### src/spc_defs.vh
// Constants for the serial port configuration and fault indicator block
`ifndef SPC_DEFS_VH
`define SPC_DEFS_VH
// Register byte offsets
`define SPC_OFF_FAULT   12'h000
`define SPC_OFF_SWCFG   12'h004
`define SPC_OFF_SWADDR  12'h008
`define SPC_OFF_STATUS  12'h00C
`define SPC_OFF_ACTIVE  12'h010
// Software framing fields
`define SPC_CFG_BAUD_LSB   0
`define SPC_CFG_PAR_EN     4
`define SPC_CFG_PAR_ODD    5
`define SPC_CFG_DATA8      6
`define SPC_CFG_STOP2      7
`define SPC_CFG_RST        8'h00
`define SPC_ADDR_RST       8'h01
// Baud codes, 0 = 19200 down to 15 = 50
`define SPC_BAUD_19200     4'h0
`define SPC_BAUD_9600      4'h1
`define SPC_BAUD_2400      4'h5
// Front switch positions
`define SPC_POS_TOP        2'h0
`define SPC_POS_MID        2'h1
`define SPC_POS_BOT        2'h2
// Address limits
`define SPC_ADDR_MAX_ROT   7'h40
`define SPC_ADDR_MAX_SW    8'hF7
// Fault codes
`define SPC_FC_KERNEL      16'h0000
`define SPC_FC_NONE        16'hFFFF
// Blink timing in ms and derived cycles at 250 MHz
`define SPC_CLK_KHZ        250000
`define SPC_BLINK_ON_MS    250
`define SPC_BLINK_OFF_MS   250
`define SPC_GAP_MS         1500
`define SPC_DEB_MS         10
`define SPC_ON_CYC   (`SPC_BLINK_ON_MS * `SPC_CLK_KHZ)
`define SPC_OFF_CYC  (`SPC_BLINK_OFF_MS * `SPC_CLK_KHZ)
`define SPC_GAP_CYC  (`SPC_GAP_MS * `SPC_CLK_KHZ)
`define SPC_DEB_CYC  (`SPC_DEB_MS * `SPC_CLK_KHZ)
`endif

### src/spc_top.v
// Serial port framing selection and run indicator fault blinker
// Notes on behaviour
// (RULE1) Fatal faults blink run indicator by group; code 0000 blinks continuously.
// (RULE2) Fault codes held as hex; each group covers a fixed code set.
// (RULE3) Codes 80B, 80C, 82E give two blinks.
// (RULE4) Codes 769 and 72A to 730 give three blinks.
// (RULE5) Codes 604 to 631 give four blinks.
// (RULE6) Codes 503, 52D give five blinks; 402 gives six.
// (RULE7) Codes 300, 301 give seven; 8001 to 8003 give eight.
// (RULE8) Write protect only with left switch at top.
// (RULE9) Right switch top: ASCII 2400, even, 7 data, 1 stop, fixed.
// (RULE10) Right switch middle: RTU 9600, even, 8 data, 1 stop, fixed.
// (RULE11) Fixed modes take address from rear rotary switches.
// (RULE12) Bottom: software framing, baud 19200 to 50, parity, 7/8, 1/2 stop.
// (RULE13) Software address accepted only from 1 to 247.
// (RULE14) RTU or ASCII selection defaults to bridge operation.
// (RULE15) Rotary value sets network node and serial address.
// (RULE16) Address is ten times tens digit plus ones digit.
// (RULE17) Rotary addresses above 64 not accepted.
// (RULE18) Address 0 or above 64 lights network indicator steadily.
// (RULE19) Blinks countable, groups split by longer dark gap.
// (RULE20) Switches debounced; new settings applied only between frames; node address, write protect and network indicator still update during a frame.
//
// The implementer's own choices: the APB slave port and the register addresses.
`timescale 1ns/1ps
`default_nettype none
`include "spc_defs.vh"
module spc_top #(
  parameter integer ON_CYC  = `SPC_ON_CYC,
  parameter integer OFF_CYC = `SPC_OFF_CYC,
  parameter integer GAP_CYC = `SPC_GAP_CYC,
  parameter integer DEB_CYC = `SPC_DEB_CYC
) (
  // Clock and reset
  input  wire        pclk,
  input  wire        presetn,
  // APB slave
  input  wire        psel,
  input  wire        penable,
  input  wire        pwrite,
  input  wire [11:0] paddr,
  input  wire [31:0] pwdata,
  output wire        pready,
  output wire        pslverr,
  output reg  [31:0] prdata,
  // Panel switches
  input  wire [1:0]  protect_switch,
  input  wire [1:0]  framing_switch,
  input  wire [3:0]  tens_address_selector,
  input  wire [3:0]  ones_address_selector,
  // Serial engine handshake
  input  wire        frame_busy,
  // Outputs to port, network and indicators
  output reg  [3:0]  port_baud_code,
  output reg         port_parity_en,
  output reg         port_parity_odd,
  output reg         port_data8,
  output reg         port_stop2,
  output reg         port_rtu,
  output reg  [7:0]  port_address,
  output reg  [6:0]  node_address,
  output reg         bridge_mode,
  output reg         write_protect,
  output reg         net_led_invalid,
  output reg         run_led_blink
);

  localparam [1:0] ST_IDLE = 2'h0;
  localparam [1:0] ST_ON   = 2'h1;
  localparam [1:0] ST_OFF  = 2'h2;
  localparam [1:0] ST_GAP  = 2'h3;

  // Blink count for a fault code; zero for kernel code 0000 and for codes outside every group
  function [3:0] spc_group;
    input [15:0] code;
    begin
      spc_group = 4'h0;
      // (RULE3) two blink codes
      if (code == 16'h080B || code == 16'h080C || code == 16'h082E)
        spc_group = 4'h2;
      // (RULE4) three blink codes
      else if (code == 16'h0769 || (code >= 16'h072A && code <= 16'h0730))
        spc_group = 4'h3;
      // (RULE5) four blink codes
      else if (code >= 16'h0604 && code <= 16'h0631)
        spc_group = 4'h4;
      // (RULE6) five and six blink codes
      else if (code == 16'h0503 || code == 16'h052D)
        spc_group = 4'h5;
      else if (code == 16'h0402)
        spc_group = 4'h6;
      // (RULE7) seven and eight blink codes
      else if (code == 16'h0300 || code == 16'h0301)
        spc_group = 4'h7;
      else if (code >= 16'h8001 && code <= 16'h8003)
        spc_group = 4'h8;
    end
  endfunction

  // Two decimal digits to a binary value, ten times high plus low
  function [7:0] spc_bcd_value;
    input [3:0] hi;
    input [3:0] lo;
    begin
      spc_bcd_value = {1'b0, hi, 3'b000} + {3'b000, hi, 1'b0} + {4'h0, lo};
    end
  endfunction

  // A rotary position is a decimal digit only up to nine
  function spc_digit_ok;
    input [3:0] digit;
    begin
      spc_digit_ok = (digit <= 4'h9);
    end
  endfunction

  // APB write and read strobes
  wire wr_en = psel & penable & pwrite;
  wire rd_en = psel & penable & ~pwrite;
  wire addr_ok = (paddr == `SPC_OFF_FAULT) || (paddr == `SPC_OFF_SWCFG) ||
                 (paddr == `SPC_OFF_SWADDR) || (paddr == `SPC_OFF_STATUS) ||
                 (paddr == `SPC_OFF_ACTIVE);
  assign pready  = 1'b1;
  assign pslverr = psel & penable & ~addr_ok;

  reg [15:0] fault_reg;
  reg [7:0]  swcfg_reg;
  reg [7:0]  swaddr_reg;
  reg        addr_rej_reg;

  // (RULE2) fault code held as written, in hex
  // (RULE13) software address outside 1..247 is refused and flagged
  always @(posedge pclk or negedge presetn) begin
    if (!presetn) begin
      fault_reg    <= `SPC_FC_NONE;
      swcfg_reg    <= `SPC_CFG_RST;
      swaddr_reg   <= `SPC_ADDR_RST;
      addr_rej_reg <= 1'b0;
    end else if (wr_en) begin
      if (paddr == `SPC_OFF_FAULT)
        fault_reg <= pwdata[15:0];
      if (paddr == `SPC_OFF_SWCFG)
        swcfg_reg <= pwdata[7:0];
      if (paddr == `SPC_OFF_SWADDR) begin
        if (pwdata[7:0] != 8'h00 && pwdata[7:0] <= `SPC_ADDR_MAX_SW &&
            pwdata[31:8] == 24'h000000) begin
          swaddr_reg   <= pwdata[7:0];
          addr_rej_reg <= 1'b0;
        end else begin
          addr_rej_reg <= 1'b1;
        end
      end
    end
  end

  // (RULE20) debounce: a switch word must stay stable for DEB_CYC cycles
  wire [11:0] sw_raw = {protect_switch, framing_switch,
                        tens_address_selector, ones_address_selector};
  reg [11:0] sw_last_reg;
  reg [11:0] sw_stable_reg;
  reg [31:0] deb_cnt_reg;
  // Outputs wait for a first settled word, not the reset value
  reg        sw_valid_reg;
  always @(posedge pclk or negedge presetn) begin
    if (!presetn) begin
      sw_last_reg   <= 12'h000;
      sw_stable_reg <= 12'h000;
      deb_cnt_reg   <= 32'h00000000;
      sw_valid_reg  <= 1'b0;
    end else begin
      sw_last_reg <= sw_raw;
      if (sw_raw != sw_last_reg)
        deb_cnt_reg <= 32'h00000000;
      else if (deb_cnt_reg < DEB_CYC - 1)
        deb_cnt_reg <= deb_cnt_reg + 32'h00000001;
      else begin
        sw_stable_reg <= sw_last_reg;
        sw_valid_reg  <= 1'b1;
      end
    end
  end

  wire [1:0] prot_pos = sw_stable_reg[11:10];
  wire [1:0] frm_pos  = sw_stable_reg[9:8];
  wire [3:0] tens     = sw_stable_reg[7:4];
  wire [3:0] ones     = sw_stable_reg[3:0];
  // (RULE16) address is tens times ten plus ones
  wire [7:0] rot_addr   = spc_bcd_value(tens, ones);
  wire       digits_ok  = spc_digit_ok(tens) && spc_digit_ok(ones);
  // (RULE17) bad digits or sum above 64 are out of range
  wire       rot_bad    = (rot_addr == 8'h00) ||
                          (rot_addr > {1'b0, `SPC_ADDR_MAX_ROT}) ||
                          !digits_ok;
  // Invalid selection parks the node address and the fixed-mode port address at zero
  wire [7:0] fixed_addr = rot_bad ? 8'h00 : rot_addr;

  // Framing picked by the stable front switch; registered below
  reg [3:0]  baud_next;
  reg        par_en_next;
  reg        par_odd_next;
  reg        data8_next;
  reg        stop2_next;
  reg        rtu_next;
  reg [7:0]  port_addr_next;
  reg        bridge_next;
  always @* begin
    baud_next      = `SPC_BAUD_2400;
    par_en_next    = 1'b1;
    par_odd_next   = 1'b0;
    data8_next     = 1'b0;
    stop2_next     = 1'b0;
    rtu_next       = 1'b0;
    // (RULE11) fixed modes use rotary address
    port_addr_next = fixed_addr;
    // (RULE14) bridge operation by default
    bridge_next    = 1'b1;
    case (frm_pos)
      `SPC_POS_TOP: begin
        // (RULE9) fixed ASCII framing
        baud_next  = `SPC_BAUD_2400;
        data8_next = 1'b0;
        rtu_next   = 1'b0;
      end
      `SPC_POS_MID: begin
        // (RULE10) fixed RTU framing
        baud_next  = `SPC_BAUD_9600;
        data8_next = 1'b1;
        rtu_next   = 1'b1;
      end
      default: begin
        // (RULE12) software framing from config register
        baud_next      = swcfg_reg[`SPC_CFG_BAUD_LSB+3:`SPC_CFG_BAUD_LSB];
        par_en_next    = swcfg_reg[`SPC_CFG_PAR_EN];
        par_odd_next   = swcfg_reg[`SPC_CFG_PAR_ODD];
        data8_next     = swcfg_reg[`SPC_CFG_DATA8];
        stop2_next     = swcfg_reg[`SPC_CFG_STOP2];
        rtu_next       = swcfg_reg[`SPC_CFG_DATA8];
        port_addr_next = swaddr_reg;
        bridge_next    = 1'b0;
      end
    endcase
  end

  // Port settings change only between frames so a byte never splits formats
  always @(posedge pclk or negedge presetn) begin
    if (!presetn) begin
      port_baud_code  <= `SPC_BAUD_2400;
      port_parity_en  <= 1'b1;
      port_parity_odd <= 1'b0;
      port_data8      <= 1'b0;
      port_stop2      <= 1'b0;
      port_rtu        <= 1'b0;
      port_address    <= 8'h00;
      node_address    <= 7'h00;
      bridge_mode     <= 1'b1;
      write_protect   <= 1'b0;
      net_led_invalid <= 1'b0;
    end else if (sw_valid_reg) begin
      // (RULE8) protection only in top position
      write_protect   <= (prot_pos == `SPC_POS_TOP);
      // (RULE18) invalid rotary address lights indicator
      net_led_invalid <= rot_bad;
      // (RULE15) node address from rotary switches
      node_address    <= fixed_addr[6:0];
      // (RULE20) apply only when no frame runs
      if (!frame_busy) begin
        port_baud_code  <= baud_next;
        port_parity_en  <= par_en_next;
        port_parity_odd <= par_odd_next;
        port_data8      <= data8_next;
        port_stop2      <= stop2_next;
        port_rtu        <= rtu_next;
        port_address    <= port_addr_next;
        bridge_mode     <= bridge_next;
      end
    end
  end

  // Blink sequencer; group latched at start so a new code waits for the gap; after code 0000 it waits until no fault is set
  reg [1:0]  st_reg;
  reg [31:0] tmr_reg;
  reg [3:0]  cnt_reg;
  reg [3:0]  grp_reg;
  wire [3:0] grp_now   = spc_group(fault_reg);
  wire       kernel    = (fault_reg == `SPC_FC_KERNEL);
  wire       has_fault = kernel || (grp_now != 4'h0);
  always @(posedge pclk or negedge presetn) begin
    if (!presetn) begin
      st_reg        <= ST_IDLE;
      tmr_reg       <= 32'h00000000;
      cnt_reg       <= 4'h0;
      grp_reg       <= 4'h0;
      run_led_blink <= 1'b0;
    end else begin
      case (st_reg)
        ST_IDLE: begin
          run_led_blink <= 1'b0;
          if (has_fault) begin
            grp_reg       <= grp_now;
            cnt_reg       <= 4'h1;
            tmr_reg       <= 32'h00000000;
            st_reg        <= ST_ON;
            run_led_blink <= 1'b1;
          end
        end
        ST_ON: begin
          // (RULE19) countable on time
          if (tmr_reg >= ON_CYC - 1) begin
            tmr_reg       <= 32'h00000000;
            run_led_blink <= 1'b0;
            st_reg        <= ST_OFF;
          end else begin
            tmr_reg <= tmr_reg + 32'h00000001;
          end
        end
        ST_OFF: begin
          if (tmr_reg >= OFF_CYC - 1) begin
            tmr_reg <= 32'h00000000;
            // (RULE1) kernel mode blinks without gaps
            if (grp_reg == 4'h0) begin
              if (has_fault) begin
                st_reg        <= ST_ON;
                run_led_blink <= 1'b1;
              end else begin
                st_reg <= ST_IDLE;
              end
            end else if (cnt_reg >= grp_reg) begin
              st_reg <= ST_GAP;
            end else begin
              cnt_reg       <= cnt_reg + 4'h1;
              st_reg        <= ST_ON;
              run_led_blink <= 1'b1;
            end
          end else begin
            tmr_reg <= tmr_reg + 32'h00000001;
          end
        end
        ST_GAP: begin
          // (RULE19) longer dark gap between groups
          if (tmr_reg >= GAP_CYC - 1) begin
            tmr_reg <= 32'h00000000;
            st_reg  <= ST_IDLE;
          end else begin
            tmr_reg <= tmr_reg + 32'h00000001;
          end
        end
        default: begin
          st_reg <= ST_IDLE;
        end
      endcase
    end
  end

  // Read mux; reserved bits read zero
  always @* begin
    prdata = 32'h00000000;
    if (rd_en) begin
      case (paddr)
        `SPC_OFF_FAULT:  prdata = {16'h0000, fault_reg};
        `SPC_OFF_SWCFG:  prdata = {24'h000000, swcfg_reg};
        `SPC_OFF_SWADDR: prdata = {24'h000000, swaddr_reg};
        `SPC_OFF_STATUS: prdata = {20'h00000, grp_now, 1'b0, addr_rej_reg,
                                   net_led_invalid, write_protect,
                                   frm_pos, bridge_mode, run_led_blink};
        `SPC_OFF_ACTIVE: prdata = {8'h00, node_address, port_address,
                                   port_rtu, port_stop2, port_data8,
                                   port_parity_odd, port_parity_en,
                                   port_baud_code};
        default:         prdata = 32'h00000000;
      endcase
    end
  end

endmodule
`default_nettype wire

### config.mk
export PLATFORM = sky130hd
export DESIGN_NAME = spc_top
export DESIGN_NICKNAME = d
export VERILOG_FILES = /design/src/spc_top.v
export VERILOG_INCLUDE_DIRS = /design/src
export SDC_FILE = /design/constraint.sdc
export NUM_CORES = 1
export LEC_CHECK = 0
export ABC_CLOCK_PERIOD_IN_PS = 4900
export BUFFER_PORTS_ARGS = -buffer_cell sky130_fd_sc_hd__buf_4
export CAP_MARGIN = 20
export CORE_AREA = 2 2 168 104
export CTS_CLUSTER_SIZE = 40
export DETAILED_ROUTE_END_ITERATION = 12
export DIE_AREA = 0 0 170 106
export PLACE_DENSITY = 0.76
export SLEW_MARGIN = 20
export SYNTH_ARGS = -nofsm -noshare
export SYNTH_HDL_FRONTEND = slang
export SYNTH_SLANG_ARGS = --single-unit
### constraint.sdc
create_clock -name pclk -period 4.9 [get_ports pclk]
set_input_delay 0.245 -clock pclk [delete_from_list [all_inputs] [get_ports pclk]]
set_output_delay 0.245 -clock pclk [all_outputs]
set_load 0.01 [all_outputs]
==> impl_metrics.env <==
export IMPL_place_port_buffers=114
export IMPL_hold_path_cell_count=2
export IMPL_synth_top_flop_cell="dfrtp_1"
export IMPL_finish_utilization_pct=63.69
export IMPL_path_max_fanout=13
export IMPL_areaGrowthSynthToFinish_pct=18.99
export IMPL_ys_seq_elements=159
export IMPL_rows=37
export IMPL_synthArstFlopShare_pct=100.0
export IMPL_relSlewSlack_pct=32.71
export IMPL_stdcell_count=1260
export IMPL_drt_iter0_markers=946
export IMPL_crit_type="reg2reg"
export IMPL_grt_pass1_vias=7151
export IMPL_critPathLaunchType="register"
export IMPL_p_leak_uw=0.004727
export IMPL_rsz0062_at_grt="no"
export IMPL_period_needed_ns=3.652
export IMPL_path_clk_slew_ns=0.07
export IMPL_cap_viol_max_count=0
export IMPL_synth_xor_area_share_pct=1.669
export IMPL_cts_max_path_buffers=2
export IMPL_finalNetCount=1117
export IMPL_cts_sinks=159
export IMPL_hp_class="in2reg"
export IMPL_cts_setup_buffers=0
export IMPL_postCtsHoldBufs=13
export IMPL_track_usage_pct=27.94
export IMPL_die_y_um=106
export IMPL_r2r_start="sw_stable_reg[3]"
export IMPL_cp_end_kind="register"
export IMPL_cts_htree_levels=4
export IMPL_route_met2_wl_mm=10.54
export IMPL_coreArea_um2=16670
export IMPL_top_layer="met4"
export IMPL_fin_hold_ws_ns=0.06319
export IMPL_synthCells=924
export IMPL_ir_drop_mv=0.2677
export IMPL_wl_met1_mm=11.71
export IMPL_postSynthAreaPerCell_um2=9.655
export IMPL_tightest_slew_ns=1.008
export IMPL_setup_tns_ns=0
export IMPL_drive_gt1_share_pct=23.04
export IMPL_diodes=0
export IMPL_synth_compound_area_share_pct=15.95
export IMPL_grt_pass1_wl_mm=38.91
export IMPL_fillCellCount=1345
export IMPL_cts_buffers=17
export IMPL_p_per_area_nw_per_um2=333.7
export IMPL_seq_area_um2=4005
export IMPL_antenna_found_initial=0
export IMPL_post_cts_resized=0
export IMPL_setup_viol=0
export IMPL_r2r_end="port_address[5]"
export IMPL_gp_congestion=0.8789
export IMPL_vias_per_cell=6.189
export IMPL_die_x_um=170
export IMPL_drc=0
export IMPL_wire_per_inst_um=19.49
export IMPL_rr_worst_depth=9
export IMPL_ys_warn_count=0
export IMPL_fmax_mhz=273.8
export IMPL_r2r_slack_ns=1.25
export IMPL_finClkSkew_ns=0.02116
export IMPL_overflow=0
export IMPL_critical_path_arrival_ns=3.98
export IMPL_synth_simple_area_share_pct=21.35
export IMPL_firstDrtPassIters=5
export IMPL_drv_slew=0
export IMPL_ys_seq_area_share_pct=44.89
export IMPL_synth_area_um2=8921
export IMPL_synth_adder_area_share_pct=3.254
export IMPL_multi_input_comb_area_um2=4584
export IMPL_critPathRequiredTime_ns=5.23
export IMPL_clockRootBuffer="clkbuf_16"
export IMPL_wirelength_mm=24.56
export IMPL_synth_top_family_by_area="simple AND/OR/NAND/NOR gates"
export IMPL_ioPinCount=124
export IMPL_post_dp_hpwl_mm=17.64
export IMPL_cts_tree="built"
export IMPL_grt_start_max_net_pins=76
export IMPL_min_period_over_period_pct=74.53
export IMPL_crit_start="sw_stable_reg[3]"
export IMPL_status="completed"
export IMPL_drtAntennaViolNets=0
export IMPL_wl_met3_mm=2.056
export IMPL_initial_core_util_pct=53.53
export IMPL_synth_distinct_cells=74
export IMPL_place_inst=1215
export IMPL_dr_total_vias=7798
export IMPL_clock_latency_ns=0.44
export IMPL_synth_edf_count=0
export IMPL_die_area_um2=18020
export IMPL_hold_viol_final=0
export IMPL_cp_endpoint="port_address[5]"
export IMPL_muxShareOfSynthArea_pct=8.724
[final cells by class]
class / instances / area share, %
clock inverter: 15 / 1.568
timing repair buffer: 137 / 10.03
clock buffer: 17 / 4.008
multi-input combinational: 691 / 43.19
sequential: 159 / 37.73
inverter: 27 / 0.9547
tap: 214 / 2.522
[where the power goes]
part           total (uW)  internal, uW  switching, uW  leakage (uW)
Sequential           1390          1350           39.9       0.00211
Combinational         816           301            515       0.00234
Clock                1340           687            648      0.000284
Total                3540          2340           1200       0.00473
[cells in the mapped netlist (all sizes together) (13+ instances only)]
| library cell | count | share of area, % |
|---|---|---|
| dfrtp | 138 | 39 |
| nor2 | 74 | 3.1 |
| nand2 | 71 | 3.0 |
| a21oi | 51 | 2.9 |
| o21ai | 50 | 2.8 |
| mux2 | 46 | 5.8 |
| nand3 | 41 | 2.3 |
| buf | 27 | 1.8 |
| clkbuf | 27 | 1.1 |
| inv | 27 | 1.1 |
| nor3 | 27 | 1.7 |
| nor4 | 27 | 2.1 |
| mux2i | 26 | 2.9 |
| and2 | 25 | 1.8 |
| a22o | 21 | 2.1 |
| dfstp | 21 | 6.2 |
| ha | 20 | 2.8 |
| or4 | 19 | 1.6 |
| a21o | 17 | 1.4 |
| xor2 | 14 | 1.4 |
| nand4 | 13 | 0.91 |
| o31ai | 13 | 1.1 |
[layer usage]
metal	GRT usage (%)	up-vias
met3	6.217	22
met5	0	-
met1	42.59	3827
met2	40.90	329
met4	5.678	0
li1	-	3620
[metrics by stage]
stage / instance area, um^2 / total power (uW) / worst slack [ns]
after floorplan: 8947 / 1973 / 1.866
after global placement: 9893 / 2180 / 1.337
after detailed placement: 9893 / 2203 / 1.294
after CTS: 10620 / 3541 / 1.246
after global routing: 10620 / 3711 / 1.002
final: 10620 / 3542 / 1.248
[worst max-delay path, stage by stage (launching register included)]
cell,delay [ns]
dfrtp_1,0.41
fa_1,0.54
fa_1,0.47
a21o_1,0.20
a21oi_1,0.17
xnor2_1,0.11
or4_1,0.58
a21oi_1,0.74
nand2_1,0.12
o31ai_1,0.22
[cell usage in the layout, fill, tap and decap left out, types with 5 or more instances in the layout]
| master | netlist | routed |
|---|---|---|
| a211oi_1 | 7 | 7 |
| a21o_1 | 17 | 17 |
| a21oi_1 | 50 | 49 |
| a22o_1 | 21 | 21 |
| and2_1 | 25 | 25 |
| and3_1 | 6 | 6 |
| buf_4 | 10 | 123 |
| clkbuf_16 | 0 | 17 |
| conb_1 | 2 | 9 |
| dfrtp_1 | 138 | 138 |
| dfstp_2 | 21 | 21 |
| dlygate4sd3_1 | 0 | 13 |
| ha_1 | 20 | 20 |
| inv_1 | 27 | 27 |
| inv_8 | 0 | 6 |
| mux2_2 | 46 | 46 |
| mux2i_1 | 26 | 26 |
| nand2_1 | 71 | 71 |
| nand2b_1 | 7 | 7 |
| nand3_1 | 41 | 41 |
| nand4_1 | 13 | 13 |
| nor2_1 | 74 | 73 |
| nor2b_1 | 12 | 12 |
| nor3_1 | 23 | 23 |
| nor4_1 | 24 | 24 |
| o21a_1 | 6 | 6 |
| o21ai_0 | 45 | 45 |
| o21ai_1 | 5 | 5 |
| o22ai_1 | 9 | 9 |
| o31ai_1 | 13 | 13 |
| or3_1 | 10 | 10 |
| or4_1 | 19 | 19 |
| xor2_1 | 14 | 14 |
[worst min path at each step]
stage	from	endpoint	slack, ns
after floorplan	presetn	addr_rej_reg	-0.05
after global placement	presetn	cnt_reg[2]	0.31
after detailed placement	presetn	cnt_reg[2]	0.31
after CTS	pwdata[9]	fault_reg[9]	0.05
after global routing	pwdata[9]	fault_reg[9]	0.05
final	pwdata[14]	fault_reg[14]	0.06
[cells by family after synthesis]
family | count (synthesis)
compound gates | 214
flops | 159
other cells | 2
fa+ha+maj | 22
xor+xnor | 17
simple gates | 357
buf+inv | 81
mux | 72
No activity file was read; power rests on OpenSTA's default activity.
